--- config.mk ---
export PLATFORM = sky130hd
export DESIGN_NAME = ufe_usb_front_end
export DESIGN_NICKNAME = d
export VERILOG_FILES = /design/src/rtl/ufe_pkg.sv /design/src/rtl/ufe_flag_if.sv /design/src/rtl/ufe_sync2.sv /design/src/rtl/ufe_flag_bank.sv /design/src/rtl/ufe_usb_front_end.sv
export SDC_FILE = /design/constraint.sdc
export NUM_CORES = 1
export LEC_CHECK = 0
export BUFFER_PORTS_ARGS = -buffer_cell sky130_fd_sc_hd__buf_2
export CAP_MARGIN = 5
export CORE_UTILIZATION = 55
export CTS_BUF_LIST = sky130_fd_sc_hd__clkbuf_4 sky130_fd_sc_hd__clkbuf_8
export DETAILED_ROUTE_END_ITERATION = 16
export PLACE_DENSITY = 0.78
export SYNTH_ARGS = -nofsm -noshare
export SYNTH_HDL_FRONTEND = slang
export SYNTH_SLANG_ARGS = --single-unit
--- constraint.sdc ---
create_clock -name mclk -period 3.13 [get_ports mclk]
set_clock_uncertainty 0.1 [all_clocks]
set_input_delay 0.1565 -clock mclk [delete_from_list [all_inputs] [get_ports mclk]]
set_output_delay 0.1565 -clock mclk [all_outputs]
set_load 0.02 [all_outputs]
--- src/rtl/ufe_pkg.sv ---
`default_nettype none
package ufe_pkg;
  // Number of event flags
  localparam int NFLAG = 7;

  // Register offsets
  localparam logic [7:0] OFS_RESET   = 8'h00;
  localparam logic [7:0] OFS_IFM     = 8'h04;
  localparam logic [7:0] OFS_ADDR    = 8'h08;
  localparam logic [7:0] OFS_FUNC    = 8'h0C;
  localparam logic [7:0] OFS_OTGC    = 8'h10;
  localparam logic [7:0] OFS_OTGF    = 8'h14;
  localparam logic [7:0] OFS_SER     = 8'h18;
  localparam logic [7:0] OFS_FLAGS   = 8'h1C;
  localparam logic [7:0] OFS_STICKY  = 8'h20;
  localparam logic [7:0] OFS_MASKS   = 8'h24;
  localparam logic [7:0] OFS_FRAME   = 8'h28;
  localparam logic [7:0] OFS_PID     = 8'h2C;
  localparam logic [7:0] OFS_ENDP    = 8'h30;
  localparam logic [7:0] OFS_EPMATCH = 8'h34;
  localparam logic [7:0] OFS_OTGMASK = 8'h38;

  // Values after reset and writable-bit masks
  localparam logic [4:0] FUNC_INIT  = 5'h07;
  localparam logic [3:0] SER_INIT   = 4'h2;
  localparam logic [7:0] IFM_WMASK  = 8'hF7;
  localparam logic [7:0] OTGC_WMASK = 8'hDF;

  // Field positions
  localparam int IFM_LINEDEC = 2;
  localparam int EP_VALID    = 4;
  localparam int F_TOKEN     = 6;
  localparam int F_SE0       = 5;
  localparam int F_K         = 4;
  localparam int F_J         = 3;
  localparam int F_CRC16     = 2;
  localparam int F_RXACT     = 1;
  localparam int F_RXERR     = 0;

  // Line state codes
  localparam logic [1:0] LS_SE0 = 2'h0;
  localparam logic [1:0] LS_J   = 2'h1;
  localparam logic [1:0] LS_K   = 2'h2;

  // State of the front end apart from the flag bank and synchroniser stages
  typedef struct packed {
    logic [7:0]  ifm;
    logic [6:0]  dev_addr;
    logic [4:0]  func;
    logic [7:0]  otg;
    logic [3:0]  ser;
    logic [6:0]  sticky;
    logic [31:0] masks;
    logic [10:0] frame;
    logic [3:0]  pid;
    logic [4:0]  endp;
    logic [15:0] ep_match;
    logic [31:0] otg_mask;
    logic        accept;
    logic [1:0]  ls_prev;
    logic        rxact_prev;
    logic        rxerr_prev;
    logic        rx_valid;
    logic [3:0]  rx_pid;
    logic [4:0]  rx_endp;
    logic [3:0]  evt;
    logic [31:0] rdata;
    logic        rvalid;
  } ufe_state_t;

  function automatic ufe_state_t ufe_init();
    ufe_init      = '0;
    ufe_init.func = FUNC_INIT;
    ufe_init.ser  = SER_INIT;
  endfunction
endpackage
`default_nettype wire

--- src/rtl/ufe_flag_if.sv ---
`timescale 1ns/1ps
`default_nettype none
interface ufe_flag_if;
  import ufe_pkg::*;
  logic [NFLAG-1:0] upd;
  logic [NFLAG-1:0] val;
  logic [NFLAG-1:0] wclr;
  logic [NFLAG-1:0] sticky;
  logic [NFLAG-1:0] flags;
  logic             new_pkt;
  logic             fe_clear;
  modport bank(input upd, val, wclr, sticky, new_pkt, fe_clear, output flags);
  modport ctrl(output upd, val, wclr, sticky, new_pkt, fe_clear, input flags);
endinterface
`default_nettype wire

--- src/rtl/ufe_sync2.sv ---
`timescale 1ns/1ps
`default_nettype none
module ufe_sync2 #(
  parameter int W = 1
) (
  input  wire logic         mclk,
  input  wire logic         reset,
  input  wire logic [W-1:0] din,
  output logic      [W-1:0] dout
);
  typedef struct packed {
    logic [W-1:0] s1;
    logic [W-1:0] s2;
  } ufe_sync_t;
  ufe_sync_t st_r;
  ufe_sync_t st_nxt;

  // First stage feeds only the second
  always_comb begin
    st_nxt.s1 = din;
    st_nxt.s2 = st_r.s1;
  end

  always_ff @(posedge mclk) begin
    if (reset) begin
      st_r <= '0;
    end else begin
      st_r <= st_nxt;
    end
  end

  assign dout = st_r.s2;
endmodule
`default_nettype wire

--- src/rtl/ufe_flag_bank.sv ---
`timescale 1ns/1ps
`default_nettype none
module ufe_flag_bank
  import ufe_pkg::*;
(
  input  wire logic mclk,
  input  wire logic reset,
  ufe_flag_if.bank  fif
);
  typedef struct packed {
    logic [NFLAG-1:0] flags;
  } ufe_bank_t;
  ufe_bank_t st_r;
  ufe_bank_t st_nxt;

  // Per-flag update; a set in a write-one or new-packet clearing cycle wins, but front-end clear wins over all
  always_comb begin
    st_nxt = st_r;
    for (int i = 0; i < NFLAG; i++) begin
      if (fif.sticky[i]) begin
        if (fif.upd[i] && fif.val[i]) begin
          st_nxt.flags[i] = 1'b1;
        end else if (fif.wclr[i]) begin
          st_nxt.flags[i] = 1'b0;
        end
      end else if (fif.upd[i]) begin
        st_nxt.flags[i] = fif.val[i];
      end else if (fif.wclr[i] || fif.new_pkt) begin
        st_nxt.flags[i] = 1'b0;
      end
    end
    if (fif.fe_clear) begin
      st_nxt.flags = '0;
    end
  end

  always_ff @(posedge mclk) begin
    if (reset) begin
      st_r <= '0;
    end else begin
      st_r <= st_nxt;
    end
  end

  assign fif.flags = st_r.flags;
endmodule
`default_nettype wire

--- src/rtl/ufe_usb_front_end.sv ---
`timescale 1ns/1ps
`default_nettype none
// Contract
// - Hold 7-bit address; pass only matching packets
// - Function register drives opmode, termselect, xcvrselect
// - On-the-go bits 7,6 drive VBUS select, drive
// - On-the-go bits 4..0 drive charge and pull controls
// - On-the-go flags mirror transceiver status inputs
// - Serial register shows receive lines, bits 6..4
// - Serial bits drive SE0, data, enable_n, serial mode
// - Flag 6 set on good addressed token
// - Flags 5,4,3 set on SE0, K, J
// - Flag 2 set on data CRC16 failure
// - Flags 1,0 follow receive-active and receive-error
// - Plain flags clear per packet, track source
// - Stickiness bit holds flag until written one
// - Four masks OR selected flags onto ports
// - Writable 11-bit frame counter, reset zero
// - Capture last packet identifier, reset zero
// - Record last endpoint with valid bit
// - Matched endpoint delivered ORed with 0x10
// - Any write to reset register restores initial state
// - Line flags update only when decoder enabled
module ufe_usb_front_end
  import ufe_pkg::*;
(
  input  wire logic        mclk,
  input  wire logic        reset,
  input  wire logic        reg_wr,
  input  wire logic        reg_rd,
  input  wire logic [7:0]  reg_addr,
  input  wire logic [31:0] reg_wdata,
  output logic      [31:0] reg_rdata,
  output logic             reg_rvalid,
  input  wire logic [1:0]  utmi_linestate,
  input  wire logic        utmi_rxactive,
  input  wire logic        utmi_rxerror,
  input  wire logic [5:0]  utmi_otg_status,
  input  wire logic [2:0]  fs_rx_lines,
  input  wire logic        pkt_valid,
  input  wire logic        pkt_is_token,
  input  wire logic        pkt_is_sof,
  input  wire logic        pkt_is_data,
  input  wire logic [3:0]  pkt_pid,
  input  wire logic [10:0] pkt_field,
  input  wire logic        pkt_crc5_ok,
  input  wire logic        pkt_pid_ok,
  input  wire logic        pkt_crc16_ok,
  output logic             rx_valid,
  output logic      [3:0]  rx_pid,
  output logic      [4:0]  rx_endp,
  output logic      [2:0]  utmi_opmode,
  output logic             utmi_termselect,
  output logic             utmi_xcvrselect,
  output logic             ext_vbus_ind_sel,
  output logic             ext_vbus_drive,
  output logic             utmi_chrgvbus,
  output logic             utmi_dischrgvbus,
  output logic             utmi_dmpulldown,
  output logic             utmi_dppulldown,
  output logic             utmi_idpullup,
  output logic             fs_txse0,
  output logic             fs_txdata,
  output logic             fs_txenable_n,
  output logic             fs_serial_mode,
  output logic             event_port_n,
  output logic             event_port_o,
  output logic             event_port_p,
  output logic             event_port_q
);
  ufe_state_t  st_r;
  ufe_state_t  st_nxt;
  logic [12:0] sync_q;
  logic [1:0]  ls;
  logic        rxact;
  logic        rxerr;
  logic [5:0]  otg_in;
  logic [2:0]  rx_lines;
  logic        soft_rst;
  logic        tok_seen;
  logic        tok_ok;
  logic        sof_ok;
  logic        crc_bad;
  logic        ls_upd;
  logic [6:0]  tok_addr;
  logic [3:0]  tok_ep;
  logic [7:0]  flags8;

  ufe_flag_if fif ();

  // Transceiver pins come from outside this clock
  ufe_sync2 #(
    .W(13)
  ) u_sync (
    .mclk  (mclk),
    .reset (reset),
    .din   ({utmi_linestate, utmi_rxactive, utmi_rxerror,
             utmi_otg_status, fs_rx_lines}),
    .dout  (sync_q)
  );

  assign ls       = sync_q[12:11];
  assign rxact    = sync_q[10];
  assign rxerr    = sync_q[9];
  assign otg_in   = sync_q[8:3];
  assign rx_lines = sync_q[2:0];

  ufe_flag_bank u_flags (
    .mclk  (mclk),
    .reset (reset),
    .fif   (fif.bank)
  );

  // Token field splits into address and endpoint
  assign tok_addr = pkt_field[6:0];
  assign tok_ep   = pkt_field[10:7];
  assign soft_rst = reg_wr && (reg_addr == OFS_RESET);
  assign tok_seen = pkt_valid && pkt_is_token && !pkt_is_sof;
  assign tok_ok   = tok_seen && pkt_crc5_ok && pkt_pid_ok
                    && (tok_addr == st_r.dev_addr);
  assign sof_ok   = pkt_valid && pkt_is_sof && pkt_crc5_ok && pkt_pid_ok;
  assign crc_bad  = pkt_valid && pkt_is_data && !pkt_crc16_ok;
  // Decoder gate stops line flags while disabled
  assign ls_upd   = (ls != st_r.ls_prev) && st_r.ifm[IFM_LINEDEC];

  // Flag sources; event strobes carry value one
  assign fif.upd[F_TOKEN] = tok_ok;
  assign fif.val[F_TOKEN] = 1'b1;
  assign fif.upd[F_SE0]   = ls_upd;
  assign fif.val[F_SE0]   = (ls == LS_SE0);
  assign fif.upd[F_K]     = ls_upd;
  assign fif.val[F_K]     = (ls == LS_K);
  assign fif.upd[F_J]     = ls_upd;
  assign fif.val[F_J]     = (ls == LS_J);
  assign fif.upd[F_CRC16] = crc_bad;
  assign fif.val[F_CRC16] = 1'b1;
  assign fif.upd[F_RXACT] = (rxact != st_r.rxact_prev);
  assign fif.val[F_RXACT] = rxact;
  assign fif.upd[F_RXERR] = (rxerr != st_r.rxerr_prev);
  assign fif.val[F_RXERR] = rxerr;

  // Software write of one clears a flag
  assign fif.wclr     = (reg_wr && reg_addr == OFS_FLAGS) ? reg_wdata[6:0] : '0;
  assign fif.sticky   = st_r.sticky;
  assign fif.new_pkt  = rxact && !st_r.rxact_prev;
  assign fif.fe_clear = soft_rst;
  assign flags8       = {1'b0, fif.flags};

  // Next state: packets, register writes, read data
  always_comb begin
    st_nxt            = st_r;
    st_nxt.rx_valid   = 1'b0;
    st_nxt.rvalid     = reg_rd;
    st_nxt.ls_prev    = ls;
    st_nxt.rxact_prev = rxact;
    st_nxt.rxerr_prev = rxerr;

    // Address filter opens on a good addressed token
    if (tok_ok) begin
      st_nxt.accept   = 1'b1;
      st_nxt.endp     = {1'b1, tok_ep};
      st_nxt.rx_valid = 1'b1;
      st_nxt.rx_pid   = pkt_pid;
      st_nxt.rx_endp  = {st_r.ep_match[tok_ep], tok_ep};
    end else if (tok_seen) begin
      st_nxt.accept = 1'b0;
    end else if (pkt_valid && !pkt_is_sof && st_r.accept) begin
      // Data and handshakes follow the last accepted token
      st_nxt.rx_valid = 1'b1;
      st_nxt.rx_pid   = pkt_pid;
    end
    if (pkt_valid && pkt_pid_ok) begin
      st_nxt.pid = pkt_pid;
    end
    if (sof_ok) begin
      st_nxt.frame = pkt_field;
    end

    // Event ports one cycle behind the flags
    st_nxt.evt[0] = |(st_r.masks[7:0] & flags8);
    st_nxt.evt[1] = |(st_r.masks[15:8] & flags8);
    st_nxt.evt[2] = |(st_r.masks[23:16] & flags8);
    st_nxt.evt[3] = |(st_r.masks[31:24] & flags8);

    // Register writes; software wins over packet updates
    if (reg_wr) begin
      unique case (reg_addr)
        OFS_IFM:     st_nxt.ifm = reg_wdata[7:0] & IFM_WMASK;
        OFS_ADDR:    st_nxt.dev_addr = reg_wdata[6:0];
        OFS_FUNC:    st_nxt.func = reg_wdata[4:0];
        OFS_OTGC:    st_nxt.otg = reg_wdata[7:0] & OTGC_WMASK;
        OFS_SER:     st_nxt.ser = reg_wdata[3:0];
        OFS_STICKY:  st_nxt.sticky = reg_wdata[6:0];
        OFS_MASKS:   st_nxt.masks = reg_wdata;
        OFS_FRAME:   st_nxt.frame = reg_wdata[10:0];
        OFS_EPMATCH: st_nxt.ep_match = reg_wdata[15:0];
        OFS_OTGMASK: st_nxt.otg_mask = reg_wdata;
        default:     st_nxt.ifm = st_nxt.ifm;
      endcase
    end

    // Read data registered; unmapped and reserved read zero
    st_nxt.rdata = '0;
    if (reg_rd) begin
      unique case (reg_addr)
        OFS_IFM:     st_nxt.rdata = {24'h000000, st_r.ifm};
        OFS_ADDR:    st_nxt.rdata = {25'h0000000, st_r.dev_addr};
        OFS_FUNC:    st_nxt.rdata = {27'h0000000, st_r.func};
        OFS_OTGC:    st_nxt.rdata = {24'h000000, st_r.otg};
        OFS_OTGF:    st_nxt.rdata = {26'h0000000, otg_in};
        OFS_SER:     st_nxt.rdata = {25'h0000000, rx_lines, st_r.ser};
        OFS_FLAGS:   st_nxt.rdata = {25'h0000000, fif.flags};
        OFS_STICKY:  st_nxt.rdata = {25'h0000000, st_r.sticky};
        OFS_MASKS:   st_nxt.rdata = st_r.masks;
        OFS_FRAME:   st_nxt.rdata = {21'h000000, st_r.frame};
        OFS_PID:     st_nxt.rdata = {28'h0000000, st_r.pid};
        OFS_ENDP:    st_nxt.rdata = {27'h0000000, st_r.endp};
        OFS_EPMATCH: st_nxt.rdata = {16'h0000, st_r.ep_match};
        OFS_OTGMASK: st_nxt.rdata = st_r.otg_mask;
        default:     st_nxt.rdata = '0;
      endcase
    end

    // Front-end reset write restores every initial value except read valid, which follows reg_rd
    if (soft_rst) begin
      st_nxt        = ufe_init();
      st_nxt.rvalid = reg_rd;
    end
  end

  // Single register for front-end state outside the flag bank and synchroniser
  always_ff @(posedge mclk) begin
    if (reset) begin
      st_r <= ufe_init();
    end else begin
      st_r <= st_nxt;
    end
  end

  // Transceiver controls straight from register fields
  assign utmi_opmode      = st_r.func[4:2];
  assign utmi_termselect  = st_r.func[1];
  assign utmi_xcvrselect  = st_r.func[0];
  assign ext_vbus_ind_sel = st_r.otg[7];
  assign ext_vbus_drive   = st_r.otg[6];
  assign utmi_chrgvbus    = st_r.otg[4];
  assign utmi_dischrgvbus = st_r.otg[3];
  assign utmi_dmpulldown  = st_r.otg[2];
  assign utmi_dppulldown  = st_r.otg[1];
  assign utmi_idpullup    = st_r.otg[0];
  assign fs_txse0         = st_r.ser[3];
  assign fs_txdata        = st_r.ser[2];
  assign fs_txenable_n    = st_r.ser[1];
  assign fs_serial_mode   = st_r.ser[0];
  assign event_port_n     = st_r.evt[0];
  assign event_port_o     = st_r.evt[1];
  assign event_port_p     = st_r.evt[2];
  assign event_port_q     = st_r.evt[3];
  assign rx_valid         = st_r.rx_valid;
  assign rx_pid           = st_r.rx_pid;
  assign rx_endp          = st_r.rx_endp;
  assign reg_rdata        = st_r.rdata;
  assign reg_rvalid       = st_r.rvalid;
endmodule
`default_nettype wire

* Word-level counts from Yosys, hierarchy flattened *
Index checks and enable logic that the tools add are counted.

storage, ports and cells
  flip-flop bits (word level) = 222
  latch bits = 0
  bits in writable memories = 0
  ROM bits = 0
  input port bits = 79
  output and inout port bits = 63
  logic and storage cells = 178
  memories kept = 0

operators by class
  $add $sub $neg = 0
  multiply operators = 0
  divide/modulo/power cells = 0
  magnitude comparators = 1
  equality and inequality tests = 28
  shift operators = 0
  multiplexer cells = 47
  bitwise operators = 5
  reduce and logical (&&, ||, !) cells = 66

operator list
  operator                                                     number
  case mux 32 bit (14 select lines)                            1
  equality test 8 x 6 -> 1 bit (second input constant)         7
  two-way mux 1 bit                                            38
  AND reduction 2 bit                                          17
  two-way mux 11 bit                                           3
  AND 8 x 7 -> 8 bit                                           4
  equality test 8 x 5 -> 1 bit (second input constant)         4
  OR reduction 8 bit                                           4
  logical AND 1 bit                                            22
  inequality test 3 x 1 -> 1 bit (second input constant)       7
  nonzero test 3 bit                                           7
  equality test 8 x 4 -> 1 bit (second input constant)         2
  two-way mux 5 bit                                            3
  equality test 8 x 3 -> 1 bit (second input constant)         1
  zero test 8 bit                                              1
  equality test 7 bit                                          1
  logical OR 1 bit                                             7
  two-way mux 7 bit                                            1
  less-than comparator 4 x 5 -> 1 bit (second input constant)  1
  binary-select mux 1 bit (select 4 bit)                       1
  nonzero test 2 bit                                           2
  zero test 1 bit                                              3
  OR reduction 3 bit                                           1
  equality test 2 x 1 -> 1 bit (second input constant)         1
  7 further kinds                                              8

* Depth between registers and ports, before layout *
  depth after elaboration = 7
  mapped depth = 8
  gate-level depth less buffers = 7

* Hierarchy *
From an unflattened synthesis, not the netlist that was laid out.

unflattened totals
  cells, all modules = 1,068
  area total of the unflattened synthesis = 9,465.3 µm²

modules (own cells, without submodules)
  module             instances  cells each  area each (µm²)  sequential area each (µm²)
  ufe_usb_front_end  1          983         8,358.0          3,703.6
  ufe_sync2          1          54          700.7            520.5
  ufe_flag_bank      1          31          406.6            140.1

* Worst setup path before layout *
Ideal clock, no wire load.

  path kind = register to register
  start point = reg st_r[177] (netlist bit)
  end point = reg st_r (netlist bit rx_pid[2])
  setup time = 0.132 ns
  arrival time = 1.427 ns
  data required time = 2.898 ns
  setup slack = 1.471 ns
  stages on the path, launching flop included = 7
  path buffers = 1
  clock period less this slack = 1.659 ns
  cell sequence = dfxtp_1 xnor2_1 nand3_1 or4_1 clkbuf_1 nand3_1 a21oi_1

between the ends
  cells in the longest elaborated chain, start to end = 4
  elaborated cells between the ends (all ways) = 6
  those cells by class = eq/ne (2); mux (1); reduce/logical (3)

RTL lines
  item                                                                                   line                      source
  from (decl)                                                                            ufe_usb_front_end.sv:71   ufe_state_t st_r;
  from (signal assigned)                                                                 ufe_usb_front_end.sv:234  st_r <= ufe_init();
  from (signal assigned)                                                                 ufe_usb_front_end.sv:236  st_r <= st_nxt;
  equality test 7 bit (*)                                                                ufe_usb_front_end.sv:120  && (tok_addr == st_r.dev_addr);
  logical AND 1 bit (*)                                                                  ufe_usb_front_end.sv:120
  inequality test 2 x 1 -> 1 bit (no source line) or nonzero test 2 bit (tied branches)  n/a
  AND reduction 2 bit (no source line)                                                   n/a

Every way passes the cells marked *; elsewhere a longest branch is shown, timed or not.
A chain may end at the register's enable or synchronous reset.

* Final worst setup path *
  start point = in pkt_valid
  end point = reg st_r[110] (netlist bit)

between the ends
  cells in the longest elaborated chain, start to end = 6

RTL lines
  item                                line                      source
  from (decl)                         ufe_usb_front_end.sv:40   input wire logic pkt_valid,
  logical AND 1 bit (*) (3 in a row)  ufe_usb_front_end.sv:121  assign sof_ok = pkt_valid && pkt_is_sof && pkt_crc5_ok && pkt_pid_ok;
  two-way mux 11 bit (*)              ufe_usb_front_end.sv:175  if (sof_ok) begin
  two-way mux 11 bit                  ufe_usb_front_end.sv:187  unique case (reg_addr)
  two-way mux 11 bit (*)              ufe_usb_front_end.sv:186  if (reg_wr) begin

Marked as above.

==> run metrics <==
Hold Path Origin reg_addr[6]; CP Max Fanout 11; synth warn 0; layout cells sized above 1 0.199; Syn Inst Count 1,051; Util after Layout 0.688; CP Cell Sequence dlygate4sd3_1, buf_2, nand4_1, mux2i_1, a211oi_1, dlygate4sd3_1; DRT antenna net count 0; dpl hpwl 18,100 um; pwr/cell area 514 mW/mm^2; kind of path behind the tightest hold check input pin to flop; clock slew at reported path FFs 0.06 ns; ANT cells 0; Peak supply drop 0.324 mV; Area Overhead vs Synth 22.6%; die area 0.0173 mm^2; max incr delay on CP 0.72 ns; Final Hold Viols 0; drt pass-1 iters 8; part of the cycle the worst path needs 0.788; I/O pin cnt 142; Critical Path Source pkt_valid; async set-reset flop share out of synthesis 0; Synth area leader dfxtp_1; routed vias 8,441; Post-Route WL 27,800 um; Max Cap Viol 0; TritonCTS Buffers 37; Iter 0 DRT Violations 1,163; sequential cell area 0.00436 mm^2; Arr. time, crit path 2.83 ns; Port-buffer cells 141; largest net degree at the start of global routing 50; fmax 0.406 GHz; clock root buffer clkbuf_8; Syn Nets 1,132; Cell variety after synth 60; placement row count 47; Final nets 1,296; CP startpoint kind input pin; Reg2Reg Setup Slack 0.93 ns; Worst Setup EP st_r[110]; Critical Path RT 3.49 ns; crit path capture type flop; gr usage total 0.318; multi-input logic area 0.00417 mm^2; final slew viol count 0; Min Hold Slack 0.135 ns; clock sink total 218; initial core utilization 0.561; # DRC 0; die height 132 um; initial antenna violation count 0; worst reg2reg path startpoint st_r[180]; largest cells by area after synthesis dfxtp_1 47%, nand2_1 9.3%, a21oi_1 6.7%; Fill cells 1,296; Max clock buf depth 3; sequential area share after synthesis 0.473; depth of the most critical reg-to-reg path 7; post_cts resized 0; Via-to-Cell Ratio 5.79; drt wl/cell 19.1 um; global-route wire length before repair 43,100 um; Design Power 0.00583 W; Slew HR 0.436; CP max-delay cell nand4_1; Die Width 132 um; Post-synth EDFFs 0; vias in the first global route 7,856; outcome complete, no violations; final setup fails 0; kind of critical path input pin to flop; Least-Margin Pin Slew 0.843 ns; RR Endpoint rx_pid[1]; Remaining Overflow, GRT 0; Clock Latency Late Sink 0.52 ns; most common cell type on the critical path dlygate4sd3_1; Tmin final 2.47 ns; Post-Route Setup TNS 0 ns; TritonCTS clock tree done; Mapped Area 0.00923 mm^2; RSZ-0062 raised after global routing no; #FFs+latches synth 218; area share of the largest cell type after synthesis 0.473; Core ar. 0.0165 mm^2; leak pwr 4.44 nW; H-tree depth 2; Synth Area per Inst 8.79 um^2; commonest register cell after synthesis dfxtp_1; RePlAce Congestion 0.943
## critical path, delay by kind of cell
kind                   cells  cell delay [ns]
AO/OA/AOI/OAI              1             0.27
buffers and inverters      3             1.37
multiplexers               1             0.29
AND/OR/NAND/NOR            1             0.72
## placed cells by master (no fill, tap or decap), types with 9 or more instances in the layout
cell type	synthesis	final
nand2_1	229	229
dfxtp_1	218	218
buf_2	37	141
a21oi_1	124	124
dlygate4sd3_1	0	84
nor2_1	65	65
mux2i_1	48	48
clkbuf_8	0	46
a22oi_1	33	33
nor2b_1	31	31
nand3_1	22	22
buf_4	51	18
a22o_1	17	17
a31oi_1	14	14
a222oi_1	13	13
a211oi_1	12	12
o21ai_0	10	10
clkbuf_4	0	10
and2_1	9	9
xnor2_1	9	9
## timing repair
action	in CTS	in global routing
hold endpoints to repair	156	0
hold buffers	84	0
setup endpoints to repair	0	0
buffers inserted	0	0
## power breakdown
part / internal (W) / switching [W]
sequential: 0.00280 / 0.0000187
combinational: 0.000165 / 0.000203
clock: 0.00153 / 0.00111
total: 0.00449 / 0.00133
## how the worst min path moves through the flow
stage                             endpoint  slack, ns  cells past startpoint
after global placement    u_sync.st_nxt[3]       0.26                      2
after floorplan                 reg_rvalid       0.14                      1
after global routing          reg_rdata[2]       0.13                      4
final                         reg_rdata[2]       0.14                      4
after CTS                     reg_rdata[2]       0.11                      4
after detailed placement  u_sync.st_nxt[8]       0.27                      2
## sequential cells by signal, indices dropped and copies added, names as in the netlist, 3 cells and up
signal / cells
st_r: 119
reg_rdata: 32
u_sync.dout: 13
u_sync.st_nxt: 13
fif.sticky: 7
u_flags.fif.flags: 7
rx_pid: 4
utmi_opmode: 3
## cell type report
class	count	share of cell area
clock inverters	7	0.00586
inverters	5	0.00166
clock buffers	56	0.0625
multi-input cells	708	0.368
flip-flops and latches	218	0.385
well taps	220	0.0243
repair buffers	245	0.152
## stage by stage
step,area [um^2],setup slack (ns),std cells
CTS,11300,0.800,1459
finish,11300,0.665,1459
global placement,9710,0.933,1312
floorplan,9230,1.47,1051
detailed placement,9710,0.822,1312
global route,11300,0.572,1459
## per-layer routing
metal	up-vias	GRT usage	share of wire
li1	3938	-	-
met1	4021	0.439	0.43
met2	425	0.505	0.46
met3	57	0.0467	0.086
met4	0	0.112	0.025
met5	-	0	0
## logic make-up (layout without fill, tap and decap cells)
group                    after synthesis  count (layout)  share of synthesized area
AO/OA/AOI/OAI                        247             247                      0.172
XOR/XNOR                               9               9                    0.00854
adder cells (fa/ha/maj)                2               2                    0.00271
buffers and inverters                125             313                     0.0768
flip-flops                           218             218                      0.473
multiplexers                          57              57                     0.0679
AND/OR/NAND/NOR                      393             393                      0.199
## synthesized netlist by cell type, drive strengths merged, types with 4 or more instances
cell,instances
o211ai,6
nor4b,4
and3,6
mux2i,48
buf,90
clkbuf,30
mux2,5
a22oi,33
a211oi,12
o21ai,10
a22o,17
nand2,230
and2,9
a31oi,14
mux4,4
inv,5
a21oi,124
nor4,4
nor2b,31
xnor2,9
nand3,24
nor2,65
a222oi,13
dfxtp,218
Power figures use the tool's default switching activity.
